==> src/design/bchr_pkg.sv <==
/*
  Shared constants and carriers for the bridge configuration header block:
  byte offsets, reset and hardwired values and the request/answer structs.
  Assumes byte-wide configuration accesses addressed by the header offset.
*/
`default_nettype none

package bchr_pkg;

  // header byte offsets
  localparam logic [7:0] OFF_LINESZ  = 8'h0c;
  localparam logic [7:0] OFF_PLT     = 8'h0d;
  localparam logic [7:0] OFF_SELFTST = 8'h0f;
  localparam logic [7:0] OFF_BAR_LO  = 8'h10;
  localparam logic [7:0] OFF_BAR_HI  = 8'h24;
  localparam logic [7:0] OFF_CIS     = 8'h28;
  localparam logic [7:0] OFF_EXPROM  = 8'h30;
  localparam logic [7:0] OFF_MINGNT  = 8'h3e;
  localparam logic [7:0] OFF_MAXLAT  = 8'h3f;
  localparam logic [7:0] OFF_PBUS    = 8'h18;
  localparam logic [7:0] OFF_SBUS    = 8'h19;
  localparam logic [7:0] OFF_SUBBUS  = 8'h1a;

  // reset and hardwired values
  localparam logic [7:0] RST_LINESZ  = 8'h00;
  localparam logic [7:0] RST_SBUS    = 8'h00;
  localparam logic [7:0] RST_SUBBUS  = 8'h00;
  localparam logic [7:0] HW_PLT      = 8'h00;
  localparam logic [7:0] HW_SELFTST  = 8'h00;
  localparam logic [7:0] HW_PBUS     = 8'h00;
  localparam logic [7:0] RD_ABSENT   = 8'h00;

  typedef struct packed {
    logic       valid;
    logic       write;
    logic [7:0] addr;
    logic [7:0] wdata;
  } bchr_cfg_req_t;

  typedef struct packed {
    logic       ack;
    logic [7:0] rdata;
  } bchr_cfg_rsp_t;

  typedef struct packed {
    logic       valid;
    logic [7:0] bus;
  } bchr_fwd_req_t;

  typedef struct packed {
    logic valid;
    logic hit;
    logic type1;
  } bchr_fwd_rsp_t;

endpackage : bchr_pkg

`default_nettype wire

==> src/design/bchr_bus_route.sv <==
/*
  Bus-number window compare for downstream configuration requests.
  Purely combinational; the caller registers the result.
*/
`timescale 1ns/1ps
`default_nettype none

module bchr_bus_route (
  input  wire logic [7:0] bus,
  input  wire logic [7:0] secBus,
  input  wire logic [7:0] subBus,
  input  wire logic       enable,
  output logic            hit,
  output logic            type1
);
  // inside [secondary, subordinate]; equal to secondary means the link itself
  always_comb begin
    hit   = enable && (bus >= secBus) && (bus <= subBus);
    type1 = hit && (bus != secBus);
  end
endmodule : bchr_bus_route

`default_nettype wire

==> src/design/bchr_regs.sv <==
/*
  Virtual bridge header, offsets 0ch to 1ah: cache line size, latency
  timer, self-test, bus numbers, plus decode of the bus window for
  downstream configuration requests.
  Assumes the configuration port is driven from logic on sys_clk; one
  byte access per request, answered on the next edge.
*/
`timescale 1ns/1ps
`default_nettype none

// Function
// - Cache line size is an 8-bit read/write value in dwords, reset zero, steering nothing.
// - Primary latency timer reads zero always and ignores writes.
// - Self-test reads zero always and a write starts no test.
// - Neither base window of the express port exists; both read zero and drop writes.
// - The hub-link function has no base windows 10h-24h, no expansion ROM at 30h, no CIS at 28h.
// - The hub-link function leaves minimum grant and maximum latency unimplemented.
// - Primary bus number reads zero always and ignores writes.
// - Secondary bus number is read/write, reset zero, loaded by software with the lowest bus below.
// - Subordinate bus number is read/write, reset zero, loaded with the highest bus below.
module bchr_regs #(
  parameter bit HUB_LINK_FN = 1'b0  // 1: the hub-link function, no bus numbers
) (
  input  wire logic                   sys_clk,
  input  wire logic                   rst,
  input  wire bchr_pkg::bchr_cfg_req_t cfgReq,
  output var  bchr_pkg::bchr_cfg_rsp_t cfgRsp,
  input  wire bchr_pkg::bchr_fwd_req_t fwdReq,
  output var  bchr_pkg::bchr_fwd_rsp_t fwdRsp,
  output logic [7:0]                  cacheLineSize
);
  import bchr_pkg::*;

  typedef struct packed {
    logic [7:0]    lineSize;
    logic [7:0]    secBus;
    logic [7:0]    subBus;
    bchr_cfg_rsp_t rsp;
    bchr_fwd_rsp_t fwd;
  } bchr_state_t;

  localparam bchr_state_t ST_RESET = '{
    lineSize: RST_LINESZ,
    secBus: RST_SBUS,
    subBus: RST_SUBBUS,
    rsp:    '0,
    fwd:    '0
  };

  bchr_state_t st_r;
  bchr_state_t st_nxt;
  logic        routeHit;
  logic        routeType1;
  logic        busRegsOn;

  // bus numbers only exist on the express ports
  assign busRegsOn = !HUB_LINK_FN;

  bchr_bus_route u_route (
    .bus    (fwdReq.bus),
    .secBus (st_r.secBus),
    .subBus (st_r.subBus),
    .enable (busRegsOn),
    .hit    (routeHit),
    .type1  (routeType1)
  );

  // read mux; every absent or foreign offset falls to zero
  function automatic logic [7:0] readByte(input logic [7:0] a, input bchr_state_t s,
                                          input logic bon);
    logic [7:0] d;
    d = RD_ABSENT;
    unique case (a)
      OFF_LINESZ:  d = s.lineSize;
      OFF_PLT:     d = HW_PLT;
      OFF_SELFTST: d = HW_SELFTST;
      OFF_PBUS:    d = HW_PBUS;
      OFF_SBUS:    d = bon ? s.secBus : RD_ABSENT;
      OFF_SUBBUS:  d = bon ? s.subBus : RD_ABSENT;
      default:     d = RD_ABSENT;
    endcase
    return d;
  endfunction : readByte

  // next state: answer each access on the next edge, decode forwarding
  always_comb begin
    st_nxt           = st_r;
    st_nxt.rsp.ack   = cfgReq.valid;
    st_nxt.fwd.valid = fwdReq.valid;
    if (cfgReq.valid && !cfgReq.write) begin
      st_nxt.rsp.rdata = readByte(cfgReq.addr, st_r, busRegsOn);
    end
    // only three offsets take writes; everything else is dropped
    if (cfgReq.valid && cfgReq.write) begin
      unique case (cfgReq.addr)
        OFF_LINESZ: st_nxt.lineSize = cfgReq.wdata;
        OFF_SBUS:   if (busRegsOn) st_nxt.secBus = cfgReq.wdata;
        OFF_SUBBUS: if (busRegsOn) st_nxt.subBus = cfgReq.wdata;
        default:    st_nxt.lineSize = st_r.lineSize;
      endcase
    end
    // result held until the next request so software may sample late
    if (fwdReq.valid) begin
      st_nxt.fwd.hit   = routeHit;
      st_nxt.fwd.type1 = routeType1;
    end
  end

  // state register; reset loads constants only, so no feedback into the reset branch
  always_ff @(posedge sys_clk or posedge rst) begin
    if (rst) begin
      st_r <= ST_RESET;
    end else begin
      st_r <= st_nxt;
    end
  end

  // outputs straight from the state flops
  assign cfgRsp        = st_r.rsp;
  assign fwdRsp        = st_r.fwd;
  // exported for observation only; the block's behaviour ignores it
  assign cacheLineSize = st_r.lineSize;
endmodule : bchr_regs

`default_nettype wire

==> config.mk <==
export PLATFORM = sky130hd
export DESIGN_NAME = bchr_regs
export DESIGN_NICKNAME = d
export VERILOG_FILES = /design/src/design/bchr_pkg.sv /design/src/design/bchr_bus_route.sv /design/src/design/bchr_regs.sv
export SDC_FILE = /design/constraint.sdc
export NUM_CORES = 1
export LEC_CHECK = 0
export BUFFER_PORTS_ARGS = -buffer_cell sky130_fd_sc_hd__buf_2
export CAP_MARGIN = 15
export CORE_ASPECT_RATIO = 0.75
export CORE_MARGIN = 2
export CORE_UTILIZATION = 55
export CTS_BUF_LIST = sky130_fd_sc_hd__clkbuf_4 sky130_fd_sc_hd__clkbuf_8
export DETAILED_ROUTE_END_ITERATION = 10
export PLACE_DENSITY = 0.83
export REMOVE_ABC_BUFFERS = 1
export SYNTH_ARGS = -nofsm -noshare
export SYNTH_HDL_FRONTEND = slang
export SYNTH_HIERARCHICAL = 1
export SYNTH_SLANG_ARGS = --single-unit
export TNS_END_PERCENT = 50
==> constraint.sdc <==
create_clock -name sys_clk -period 4.3 [get_ports sys_clk]
set_input_delay 0.215 -clock sys_clk [delete_from_list [all_inputs] [get_ports sys_clk]]
set_output_delay 0.215 -clock sys_clk [all_outputs]
set_load 0.01 [all_outputs]
==> results_dict.tcl <==
set metrics [dict create \
    synth.area.top_cells "dfrtp_1 42%, mux2_2 14%, ha_1 9.3%" \
    drtIter0Drc 67 \
    netlist_area_mm2 0.00215 \
    r2r_cells 6 \
    numClockSinks 36 \
    initial_core_util 0.580 \
    ios 49 \
    post-route-period-util 0.446 \
    busiest_layer "met2" \
    area_growth_pct 11.0 \
    cap_viol_max_count 0 \
    htreeDepth 2 \
    post_drt_wl_per_cell_um 14.9 \
    ff_latch_area_um2 901 \
    grt_pass1_wl_um 7280 \
    reg2reg_to "fwdRsp[0]" \
    synth-warning-count 6 \
    fin_crit_ps 1920 \
    cts_resized 0 \
    synth-seq-cells 36 \
    drc 0 \
    ys_seq_area_frac 0.419 \
    fmax_mhz 521 \
    die_height_um 58.2 \
    setup.worst_path.class "in -> reg" \
    design.die.area_mm2 0.00443 \
    port_buffers 48 \
    cp_data_required_time_ps 4480 \
    p_per_area_mw_per_mm2 286 \
    diodes 0 \
    root_buffer "clkbuf_8" \
    setup_tns_ps 0 \
    synth_top_area_share 0.419 \
    drt_wl_total_um 4150 \
    worst_pin_slew_ps 723 \
    worst_setup_hold_path_clk_slew_ps 70 \
    num-fill-cells 307 \
    layout_setup_ws_ps 2380 \
    r2r_start "st_r[20]" \
    drive_gt1_frac 0.398 \
    grt_setup_unrepaired "no" \
    drv_slew 0 \
    core-area_mm2 0.00371 \
    nets 270 \
    cts_made_buffers 5 \
    peakVddDrop_uv 177 \
    hpwl_um 3200 \
    grtUsageMet1 0.279 \
    setup_viol 0 \
    grt_pass1_vias 1553 \
    grtUsageMet2 0.335 \
    syn_area_per_cell_um2 11.2 \
    via_count 1518 \
    leakage_nw 1.18 \
    multi_input_area_mm2 0.00102 \
    antenna_found_initial 0 \
    drtPass1Iterations 4 \
    crit_fanout 10 \
    die_x_um 76.2 \
    slew_headroom 0.517 \
    grt.overflow.total 0 \
    critPathCaptureType "register" \
    post-cts-setup-buffers 0 \
    gr-usage-all-layers 0.211 \
    grt_max_degree 37 \
    cts_buffer_depth 2 \
    clock-skew-final_ps 2.77 \
    synth_top_cell_by_area "dfrtp_1" \
    netlist_instances 193 \
    outcome "completed" \
    ant_nets 0 \
    insertion_delay_ps 300 \
    routed_via_density 5.46 \
    hold_class "in -> async" \
    reg2reg_slack_ps 2430 \
    hold_viol_final 0 \
    use_met3 0.0530 \
    cts_tree "yes" \
    num_rows 19 \
    cts_hold_buf 0 \
    place_congestion 0.794 \
    post-route-util 0.644 \
    ys_types 34 \
    pre_cts_slack_ps 2070 \
    arrival_ps 2100 \
    startpoint_type "input pin" \
]
where the power goes:
part           total (mW)  internal, mW  switching (mW)
clock network       0.250         0.128           0.122
registers           0.353         0.347         0.00618
logic              0.0813        0.0369          0.0445
cell usage after synthesis:
master	instances
buf_4	20
a2111oi_4	1
buf_1	1
o21ai_1	1
dfrtp_1	36
a211oi_2	1
o21ai_0	10
mux2_2	26
nand2_4	1
a22oi_1	8
nand2b_4	1
a2bb2oi_1	8
nor4b_4	2
nor4b_1	1
inv_1	17
and3_1	2
o22ai_1	1
nand2_1	11
o211ai_1	1
nor2_1	2
ha_1	16
nand4_1	4
nor2b_1	4
conb_1	1
buf_2	3
nand2b_1	1
and3b_1	1
a21oi_1	5
and2_1	1
and2b_1	1
o21a_1	2
clkbuf_1	1
o31ai_1	1
nor3_2	1
stage by stage:
| stage | hold WS [ps] | total power [mW] | instances | area, µm² |
|---|---|---|---|---|
| 2_1_floorplan | 246 | 0.405 | 169 | 1980 |
| 3_3_place_gp | 340 | 0.437 | 270 | 2300 |
| 3_5_place_dp | 346 | 0.441 | 270 | 2300 |
| 4_1_cts | 25.3 | 0.691 | 278 | 2390 |
| 5_1_grt | 53.4 | 0.722 | 278 | 2390 |
| 6_report | 4.77 | 0.684 | 278 | 2390 |
kinds of logic after synthesis:
kind of cell / count (synthesis) / share of synthesized area
adder cells (fa/ha/maj): 16 / 0.0930
multiplexers: 26 / 0.136
buffers and inverters: 42 / 0.110
flip-flops: 36 / 0.419
other: 1 / 0.00174
AND/OR/NAND/NOR: 33 / 0.108
AO/OA/AOI/OAI: 39 / 0.133
state kept, by name, summed over array words and instances, names as in the netlist:
name,count
cacheLineSize,8
fwdRsp,3
cfgRsp,9
st_r,16
critical path, cell delays in order:
cell and delay [ps]:
buf_2 130, nor2b_1 600, inv_1 120, nor3_2 620, mux2_2 410
layout make-up:
type                    instances  area share
clock inverters                 2     0.00419
multi-input cells             116       0.426
clock buffers                   6      0.0346
inverters                      17      0.0267
flip-flops and latches         36       0.377
well taps                      52      0.0272
repair buffers                 49       0.104
cell usage in the layout, fill, tap and decap left out, types with 4 or more instances in the layout:
cell        n
a21oi_1     5
a22oi_1     8
a2bb2oi_1   8
buf_2      48
clkbuf_8    6
dfrtp_1    36
ha_1       16
inv_1      17
mux2_2     26
nand2_1    11
nand4_1     4
nor2b_1     4
o21ai_0    10
how the worst max path moves through the flow:
stage	startpoint	end	slack [ps]	cells after the start
5_1_grt	cfgReq[8]	st_r[22]	2230	5
3_5_place_dp	cfgReq[8]	st_r[24]	2070	5
2_1_floorplan	st_r[20]	fwdRsp[1]	2550	6
3_3_place_gp	cfgReq[8]	st_r[21]	2140	5
4_1_cts	cfgReq[8]	st_r[27]	2380	5
6_report	cfgReq[8]	st_r[27]	2380	5
routing by layer:
layer | up-vias | share of wire
met1 | 735 | 0.46
met3 | 7 | 0.059
met2 | 44 | 0.46
met4 | 0 | 0.018
met5 | - | 0
li1 | 732 | -
Power figures use the tool's default switching activity.
